`config.mk`:
```
export PLATFORM = sky130hd
export DESIGN_NAME = oc_fault_response_ot_limit
export DESIGN_NICKNAME = d
export VERILOG_FILES = /design/src/oc_ot_pkg.sv /design/src/oc_fault_response_ot_limit.sv
export SDC_FILE = /design/constraint.sdc
export NUM_CORES = 1
export LEC_CHECK = 0
export ABC_AREA = 1
export BUFFER_PORTS_ARGS = -buffer_cell sky130_fd_sc_hd__buf_2
export CAP_MARGIN = 20
export CORE_MARGIN = 1.5
export CORE_UTILIZATION = 60
export DETAILED_ROUTE_END_ITERATION = 12
export PLACE_DENSITY = 0.81
export SLEW_MARGIN = 0
export SYNTH_ARGS = -nofsm -noshare
export SYNTH_HDL_FRONTEND = slang
export SYNTH_SLANG_ARGS = --single-unit
```
`constraint.sdc`:
```
create_clock -name core_clk -period 2.9 [get_ports core_clk]
set_clock_uncertainty 0.15 [all_clocks]
set_input_delay 0.145 -clock core_clk [delete_from_list [all_inputs] [get_ports core_clk]]
set_output_delay 0.145 -clock core_clk [all_outputs]
set_load 0.02 [all_outputs]
```
`src/oc_ot_pkg.sv`:
```
/*
 * Shared constants for the per-rail overcurrent response and
 * over-temperature limit block: command codes, field positions,
 * reset values, retry timing and the rail state encoding.
 * Assumes a 50 MHz core clock and two paged rails.
 */
package oc_ot_pkg;
    // Paged command codes
    localparam logic [7:0] CMD_OC_RESP = 8'h47;
    localparam logic [7:0] CMD_OT_LIMIT = 8'h4F;
    // Reset values
    localparam logic [7:0] OC_RESP_RESET = 8'hC4;
    localparam logic [15:0] OT_LIMIT_RESET = 16'h007D;
    // Highest supported threshold, one count per degree
    localparam logic [15:0] OT_LIMIT_MAX = 16'h0096;
    // Clear hysteresis below the threshold, in degrees
    localparam logic [16:0] OT_HYST = 17'h00005;
    // Response byte field positions
    localparam int RESP_HI = 7;
    localparam int RESP_LO = 6;
    localparam int RETRY_HI = 5;
    localparam int RETRY_LO = 3;
    localparam int DELAY_HI = 2;
    localparam int DELAY_LO = 0;
    // Field codes
    localparam logic [1:0] RESP_CONTINUE = 2'h0;
    localparam logic [1:0] RESP_SHUTDOWN = 2'h3;
    localparam logic [2:0] RETRY_LATCH = 3'h0;
    localparam logic [2:0] RETRY_CONT = 3'h7;
    localparam logic [2:0] DELAY_ZERO = 3'h0;
    localparam logic [2:0] DELAY_LONG = 3'h7;
    // Retry timing
    localparam int CLK_HZ = 50_000_000;
    localparam int RETRY_STEP_MS = 25;
    localparam int RETRY_LONG_MS = 175;
    localparam int RETRY_STEP_CYC = RETRY_STEP_MS * (CLK_HZ / 1000);
    localparam int RETRY_LONG_CYC = RETRY_LONG_MS * (CLK_HZ / 1000);
    localparam int CNT_W = 24;
    localparam logic [CNT_W-1:0] CNT_ZERO = 24'h000000;
    // Number of pages
    localparam int NUM_RAILS = 2;
    // Rail supervision states
    typedef enum logic [1:0] {ST_OFF, ST_RUN, ST_LATCHED, ST_WAIT} rail_state_e;
endpackage : oc_ot_pkg

```
`src/oc_fault_response_ot_limit.sv`:
```
/*
 * Per-rail overcurrent/undercurrent fault response and over-temperature
 * threshold, with paged command access and an active-low alert output.
 * Assumes detectors, temperature and operation inputs come from logic on
 * core_clk; control pin and bias-good come from pins and are synchronised.
 */
// Behaviour
// - One response serves overcurrent and undercurrent
// - Bits 7:6: 00 continue, 11 shut down
// - Fault pulls alert low, sets status flag
// - Retry 000 latches rail off until restart
// - Retry 111 restarts forever, spaced by delay
// - Off command, bias loss, other fault stop retries
// - Delay 0ms, 25ms per count, 175ms
// - Response byte per page, resets to C4h
// - Per-rail 16-bit threshold, one degree per count
// - Threshold supports zero to 150 degrees
// - Threshold resets to 007Dh
// - Over-temperature clears 5 degrees below threshold
`timescale 1ns/1ps
module oc_fault_response_ot_limit #(
    parameter int RETRY_STEP_CYC = oc_ot_pkg::RETRY_STEP_CYC,
    parameter int RETRY_LONG_CYC = oc_ot_pkg::RETRY_LONG_CYC
) (
    input wire logic core_clk,
    input wire logic resetn,
    // Paged command port
    input wire logic cmd_valid,
    input wire logic cmd_write,
    input wire logic [7:0] cmd_code,
    input wire logic cmd_page,
    input wire logic [15:0] cmd_wdata,
    output logic rsp_valid_r,
    output logic rsp_err_r,
    output logic [15:0] rsp_rdata_r,
    // Rail control and fault sources
    input wire logic ctrl_pin,
    input wire logic bias_ok,
    input wire logic [1:0] operation_on,
    input wire logic [1:0] oc_detect,
    input wire logic [1:0] uc_detect,
    input wire logic [1:0] other_fault_shutdown,
    input wire logic [1:0][15:0] stage_temp,
    input wire logic clear_faults,
    // Outputs
    output logic [1:0] rail_enable_r,
    output logic [1:0] oc_flag_r,
    output logic [1:0] uc_flag_r,
    output logic [1:0] ot_flag_r,
    output logic [1:0] ot_active_r,
    output logic fault_alert_out_n_r
);
    localparam int NR = oc_ot_pkg::NUM_RAILS;
    localparam int CW = oc_ot_pkg::CNT_W;

    // Delay code to cycles; zero code still costs one wait cycle
    function automatic logic [CW-1:0] retry_cycles(input logic [2:0] code);
        logic [CW-1:0] res;
        res = oc_ot_pkg::CNT_ZERO;
        if (code == oc_ot_pkg::DELAY_LONG) begin
            res = CW'(RETRY_LONG_CYC);
        end else if (code != oc_ot_pkg::DELAY_ZERO) begin
            res = CW'(RETRY_STEP_CYC * int'(code));
        end
        return res;
    endfunction : retry_cycles

    // Pin synchronisers, first stage read only by second
    logic [1:0] pin_meta_r;
    logic [1:0] pin_sync_r;
    // Per-page registers
    logic [7:0] oc_resp_r [NR];
    logic [7:0] oc_resp_nxt [NR];
    logic [15:0] ot_limit_r [NR];
    logic [15:0] ot_limit_nxt [NR];
    // Rail supervision
    oc_ot_pkg::rail_state_e state_r [NR];
    oc_ot_pkg::rail_state_e state_nxt [NR];
    logic [CW-1:0] cnt_r [NR];
    logic [CW-1:0] cnt_nxt [NR];
    // Next values of outputs
    logic [1:0] rail_enable_nxt;
    logic [1:0] oc_flag_nxt;
    logic [1:0] uc_flag_nxt;
    logic [1:0] ot_flag_nxt;
    logic [1:0] ot_active_nxt;
    logic alert_n_nxt;
    logic rsp_valid_nxt;
    logic rsp_err_nxt;
    logic [15:0] rsp_rdata_nxt;
    // Rail may run: pin, operation command and bias all agree
    logic [1:0] run_req;

    assign run_req = {2{pin_sync_r[0] & pin_sync_r[1]}} & operation_on;

    // Next-state computation for every register group except the pin synchronisers
    always_comb begin
        logic fault;
        logic over;
        logic cleared;
        logic [1:0] resp;
        logic [2:0] retry;
        fault = 1'b0;
        over = 1'b0;
        cleared = 1'b0;
        resp = 2'h0;
        retry = 3'h0;
        oc_resp_nxt = oc_resp_r;
        ot_limit_nxt = ot_limit_r;
        state_nxt = state_r;
        cnt_nxt = cnt_r;
        rsp_valid_nxt = 1'b0;
        rsp_err_nxt = 1'b0;
        rsp_rdata_nxt = rsp_rdata_r;
        for (int i = 0; i < NR; i++) begin
            resp = oc_resp_r[i][oc_ot_pkg::RESP_HI:oc_ot_pkg::RESP_LO];
            retry = oc_resp_r[i][oc_ot_pkg::RETRY_HI:oc_ot_pkg::RETRY_LO];
            // either current fault uses one response
            fault = (oc_detect[i] | uc_detect[i]) & (state_r[i] == oc_ot_pkg::ST_RUN);
            // sticky flags, a new fault beats a clear
            oc_flag_nxt[i] = (oc_flag_r[i] & ~clear_faults) | (oc_detect[i] & (state_r[i] == oc_ot_pkg::ST_RUN));
            uc_flag_nxt[i] = (uc_flag_r[i] & ~clear_faults) | (uc_detect[i] & (state_r[i] == oc_ot_pkg::ST_RUN));
            over = stage_temp[i] > ot_limit_r[i];
            cleared = ({1'b0, stage_temp[i]} + oc_ot_pkg::OT_HYST) <= {1'b0, ot_limit_r[i]};
            ot_active_nxt[i] = over | (ot_active_r[i] & ~cleared);
            ot_flag_nxt[i] = (ot_flag_r[i] & ~clear_faults) | over;
            case (state_r[i])
                oc_ot_pkg::ST_OFF: begin
                    if (run_req[i] && !other_fault_shutdown[i]) begin
                        state_nxt[i] = oc_ot_pkg::ST_RUN;
                    end
                end
                oc_ot_pkg::ST_RUN: begin
                    if (!run_req[i]) begin
                        state_nxt[i] = oc_ot_pkg::ST_OFF;
                    end else if (other_fault_shutdown[i]) begin
                        state_nxt[i] = oc_ot_pkg::ST_LATCHED;
                    // code 00 rides through the fault
                    end else if (fault && resp != oc_ot_pkg::RESP_CONTINUE) begin
                        if (resp == oc_ot_pkg::RESP_SHUTDOWN && retry == oc_ot_pkg::RETRY_CONT) begin
                            state_nxt[i] = oc_ot_pkg::ST_WAIT;
                            cnt_nxt[i] = retry_cycles(oc_resp_r[i][oc_ot_pkg::DELAY_HI:oc_ot_pkg::DELAY_LO]);
                        end else begin
                            state_nxt[i] = oc_ot_pkg::ST_LATCHED;
                        end
                    end
                end
                oc_ot_pkg::ST_LATCHED: begin
                    // restart needs the rail commanded off first
                    if (!run_req[i]) begin
                        state_nxt[i] = oc_ot_pkg::ST_OFF;
                    end
                end
                oc_ot_pkg::ST_WAIT: begin
                    // stop retrying on off, bias loss or other fault
                    if (!run_req[i]) begin
                        state_nxt[i] = oc_ot_pkg::ST_OFF;
                    end else if (other_fault_shutdown[i]) begin
                        state_nxt[i] = oc_ot_pkg::ST_LATCHED;
                    end else if (cnt_r[i] == oc_ot_pkg::CNT_ZERO) begin
                        state_nxt[i] = oc_ot_pkg::ST_RUN;
                    end else begin
                        cnt_nxt[i] = cnt_r[i] - CW'(1);
                    end
                end
                default: begin
                    state_nxt[i] = oc_ot_pkg::ST_OFF;
                end
            endcase
            rail_enable_nxt[i] = (state_nxt[i] == oc_ot_pkg::ST_RUN);
        end
        // alert low while any current fault flag stands
        alert_n_nxt = ~(|oc_flag_nxt | |uc_flag_nxt);
        // Command access, answered one cycle later
        if (cmd_valid) begin
            rsp_valid_nxt = 1'b1;
            if (cmd_code == oc_ot_pkg::CMD_OC_RESP) begin
                if (cmd_write) begin
                    oc_resp_nxt[cmd_page] = cmd_wdata[7:0];
                end
                rsp_rdata_nxt = {8'h00, oc_resp_r[cmd_page]};
            end else if (cmd_code == oc_ot_pkg::CMD_OT_LIMIT) begin
                if (cmd_write && cmd_wdata > oc_ot_pkg::OT_LIMIT_MAX) begin
                    rsp_err_nxt = 1'b1;
                end else if (cmd_write) begin
                    ot_limit_nxt[cmd_page] = cmd_wdata;
                end
                rsp_rdata_nxt = ot_limit_r[cmd_page];
            end else begin
                // Unknown command answers with error and zero
                rsp_err_nxt = 1'b1;
                rsp_rdata_nxt = 16'h0000;
            end
        end
    end

    // Registers only; synchronous active-low reset
    always_ff @(posedge core_clk) begin
        pin_meta_r <= {bias_ok, ctrl_pin};
        pin_sync_r <= pin_meta_r;
        if (!resetn) begin
            for (int i = 0; i < NR; i++) begin
                oc_resp_r[i] <= oc_ot_pkg::OC_RESP_RESET;
                ot_limit_r[i] <= oc_ot_pkg::OT_LIMIT_RESET;
                state_r[i] <= oc_ot_pkg::ST_OFF;
                cnt_r[i] <= oc_ot_pkg::CNT_ZERO;
            end
            rail_enable_r <= 2'h0;
            oc_flag_r <= 2'h0;
            uc_flag_r <= 2'h0;
            ot_flag_r <= 2'h0;
            ot_active_r <= 2'h0;
            fault_alert_out_n_r <= 1'b1;
            rsp_valid_r <= 1'b0;
            rsp_err_r <= 1'b0;
            rsp_rdata_r <= 16'h0000;
        end else begin
            oc_resp_r <= oc_resp_nxt;
            ot_limit_r <= ot_limit_nxt;
            state_r <= state_nxt;
            cnt_r <= cnt_nxt;
            rail_enable_r <= rail_enable_nxt;
            oc_flag_r <= oc_flag_nxt;
            uc_flag_r <= uc_flag_nxt;
            ot_flag_r <= ot_flag_nxt;
            ot_active_r <= ot_active_nxt;
            fault_alert_out_n_r <= alert_n_nxt;
            rsp_valid_r <= rsp_valid_nxt;
            rsp_err_r <= rsp_err_nxt;
            rsp_rdata_r <= rsp_rdata_nxt;
        end
    end

    logic run0;
    logic [1:0] resp0;
    logic [2:0] retry0;
    assign run0 = state_r[0] == oc_ot_pkg::ST_RUN && run_req[0] && !other_fault_shutdown[0];
    assign resp0 = oc_resp_r[0][oc_ot_pkg::RESP_HI:oc_ot_pkg::RESP_LO];
    assign retry0 = oc_resp_r[0][oc_ot_pkg::RETRY_HI:oc_ot_pkg::RETRY_LO];
endmodule : oc_fault_response_ot_limit

```
==> out/qor.yml <==
status: "finished, final reports clean"
synth_cell_types: 64
rsz0062_at_grt: "no"
die_y_um: 130.7
cp_max_fo: 7
grt_pass1_vias: 9124
clockBufferDepth: 2
critical_path.cell_chain: "inv_1 > ha_1 > ha_1 > inv_1 > fa_1 > inv_1 > nand2_1 > o21bai_1 > nand2_1 > xor2_1 > o21ai_0 > nand2_1 > a21oi_1"
arrival_ps: 2790
syn2layout_area_growth_pct: 14.54
finalSetupTns_ps: 0
crit_start: "oc_resp_r[0]"
rows: 46
reg2reg_slack_ps: 320
fmax_mhz: 387.1
n_antenna_cell: 0
async_flop_share_pct: 0
crit_family: "adder cells"
die-width_um: 130.7
start_util_pct: 61.58
layout.core_utilization_pct: 70.53
cp_num_cells: 13
grt_max_degree: 92
cts-root-buf: "clkbuf_16"
yosys.area.top_type: "dfxtp_1"
period_share_pct: 89.07
avgSynthCellArea_um2: 6.987
maxSlewHeadroom_pct: 32.65
nets: 1675
grt_first_pass_wirelength_um: 42640
ioPinCount: 101
vias: 9699
drc: 0
clk_pin_slew_ps: 60
cts_buffers: 17
coreArea_um2: 15890
final-setup-viol-count: 0
routedWlPerCell_um: 14.99
cts.repair.resized: 0
dieArea_um2: 17080
antenna_found_initial: 0
synth_area_um2: 9782
slowest_stage: "dfxtp_1"
portBuffers: 100
synth_ff_type: "dfxtp_1"
yosysSeqAreaShare_pct: 27.22
synth-edff-count: 0
r2r_end: "cnt_r[13]"
hold_class: "primary input to flop"
worstMarginPinSlew_ps: 1010
htree_levels: 4
cellPowerDensity_nw_per_um2: 420.1
critPathBufInv: 3
gp_congestion: 0.9193
period_minus_slack_ps: 2583
vias_per_cell: 5.581
whs_ps: 33.28
cpPeakStageDelay_ps: 440
required_ps: 3110
critPathLaunchType: "flop"
r2r_start: "oc_resp_r[0]"
ys.warnings.count: 0
synthTopCellsByArea: "dfxtp_1, ha_1, nand2_1"
drive_gt1_share_pct: 14.78
critical_path_class: "flop to flop"
insertion_delay_ps: 430
synth_nets: 1564
yosysTopAreaCellShare_pct: 27.22
ir_worst_vdd_uv: 470.7
r2r_cells: 13
p_leak_nw: 5.659
synth.ff_latch_count: 133
dpl.hpwl_um: 19070
clkSinkCount: 133
wirelength_um: 26050
worstSetupEndpoint: "cnt_r[13]"
final_max_slew_viol_count: 0
overflow: 0
drv_cap: 0
drtPass1Iterations: 7
syn_inst: 1400
cp-end-kind: "flop"
route.antenna.remaining_nets: 0
hold_viol_final: 0
drtIter0Drc: 884
cts_tree: "done"
grtUsageTotal_pct: 31.54
==> through the flow <==
stage / instances / setup slack [ps] / total power, mW / instance area, um^2
finish: 1738 / 316.9 / 4.707 / 11200
global route: 1738 / 70.27 / 4.849 / 11200
CTS: 1738 / 354.3 / 4.706 / 11200
detailed placement: 1689 / 258.8 / 2.405 / 10390
global placement: 1689 / 343.3 / 2.392 / 10390
floorplan: 1400 / 482.3 / 2.234 / 9782
==> layer usage <==
metal	up-vias	track usage (%)	routed length, um
met3	60	5.741	1869
met5	-	0	0
met4	0	10.92	575
met2	396	52.11	12000
met1	4401	41.56	11600
li1	4842	-	-
==> cell usage in the layout (no fill, tap or decap), types with 8 or more instances in the layout <==
cell type / synthesis / routed
o21ai_1: 22 / 22
dlygate4sd3_1: 0 / 19
xor2_1: 36 / 36
a21oi_1: 110 / 110
buf_2: 6 / 100
clkbuf_16: 0 / 17
nor3_1: 22 / 22
inv_2: 8 / 8
dfxtp_1: 133 / 133
xnor2_1: 20 / 20
o211ai_1: 17 / 17
buf_4: 5 / 14
inv_1: 197 / 197
nor2_2: 11 / 11
nand3_1: 68 / 68
nand4_1: 13 / 13
nand2_2: 12 / 12
nand2_1: 242 / 242
o21ai_0: 81 / 81
ha_1: 90 / 90
nor2_1: 163 / 163
o21ai_2: 12 / 12
==> area by class of cell <==
| type | count | area [um^2] |
|---|---|---|
| Clock buffer | 18 | 439.2 |
| Clock inverter | 12 | 181.4 |
| Fill cell | 1327 | 4681 |
| Inverter | 210 | 800.8 |
| Multi-Input combinational cell | 1016 | 6055 |
| Sequential cell | 133 | 2663 |
| Tap cell | 216 | 270.3 |
| Timing Repair Buffer | 133 | 795.8 |
==> registers in the layout (all words and copies together) (netlist names) <==
name,count
rsp_valid_r,1
rail_enable_r,2
rsp_err_r,1
uc_flag_r,2
ot_active_r,2
oc_flag_r,2
fault_alert_out_n_r,1
pin_sync_r,2
oc_resp_r,16
state_r,4
ot_flag_r,2
ot_limit_r,32
rsp_rdata_r,16
pin_meta_r,2
cnt_r,48
==> Yosys cell counts (all sizes together), types with 2 or more instances <==
cell,n
a211oi,7
a21boi,2
a21o,3
a21oi,113
a22o,4
a22oi,3
a31oi,2
and3,2
buf,26
clkbuf,15
clkinv,3
dfxtp,133
fa,2
ha,90
inv,207
nand2,255
nand3,73
nand3b,3
nand4,17
nor2,180
nor3,27
o2111ai,7
o211ai,23
o21a,4
o21ai,115
o21bai,3
o221ai,8
o22ai,3
or2,6
xnor2,20
xor2,36
==> worst min path at each step <==
stage,from,endpoint,slack (ps),cells past startpoint
after global routing,operation_on[0],state_r[2],80,4
final,operation_on[1],state_r[1],30,5
after CTS,operation_on[1],state_r[1],30,5
after floorplan,ctrl_pin,pin_meta_r[0],20,0
after detailed placement,ctrl_pin,pin_meta_r[0],100,1
after global placement,ctrl_pin,pin_meta_r[0],100,1
==> where the power goes <==
group	switching (mW)	total [mW]	internal (mW)	leakage, nW
combinational	0.327	0.532	0.205	4.28
clock	0.857	2.31	1.45	0.302
sequential	0.0147	1.86	1.85	1.08
==> cells by family after synthesis <==
logic type               count (synthesis)  share of synthesized area, %
buffers and inverters                  251                         10.89
AND/OR/NAND/NOR                        564                         26.25
multiplexers                             1                        0.1023
AO/OA/AOI/OAI                          303                         18.61
XOR/XNOR                                56                         5.014
flip-flops                             133                         27.22
adder cells (fa/ha/maj)                 92                         11.92
==> timing repair <==
action,in CTS,in global routing
hold endpoints to repair,45,0
hold buffers,19,0
setup buffers,0,0
==> worst register-to-register path, cell delays in order, from the launching register on <==
cell and delay (ps):
dfxtp_1 440, inv_1 90, ha_1 310, ha_1 170, inv_1 50, fa_1 350, inv_1 70, nand2_1 70
o21bai_1 200, nand2_1 130, xor2_1 160, o21ai_0 140, nand2_1 70, a21oi_1 120
No activity file was read; power rests on OpenSTA's default activity.
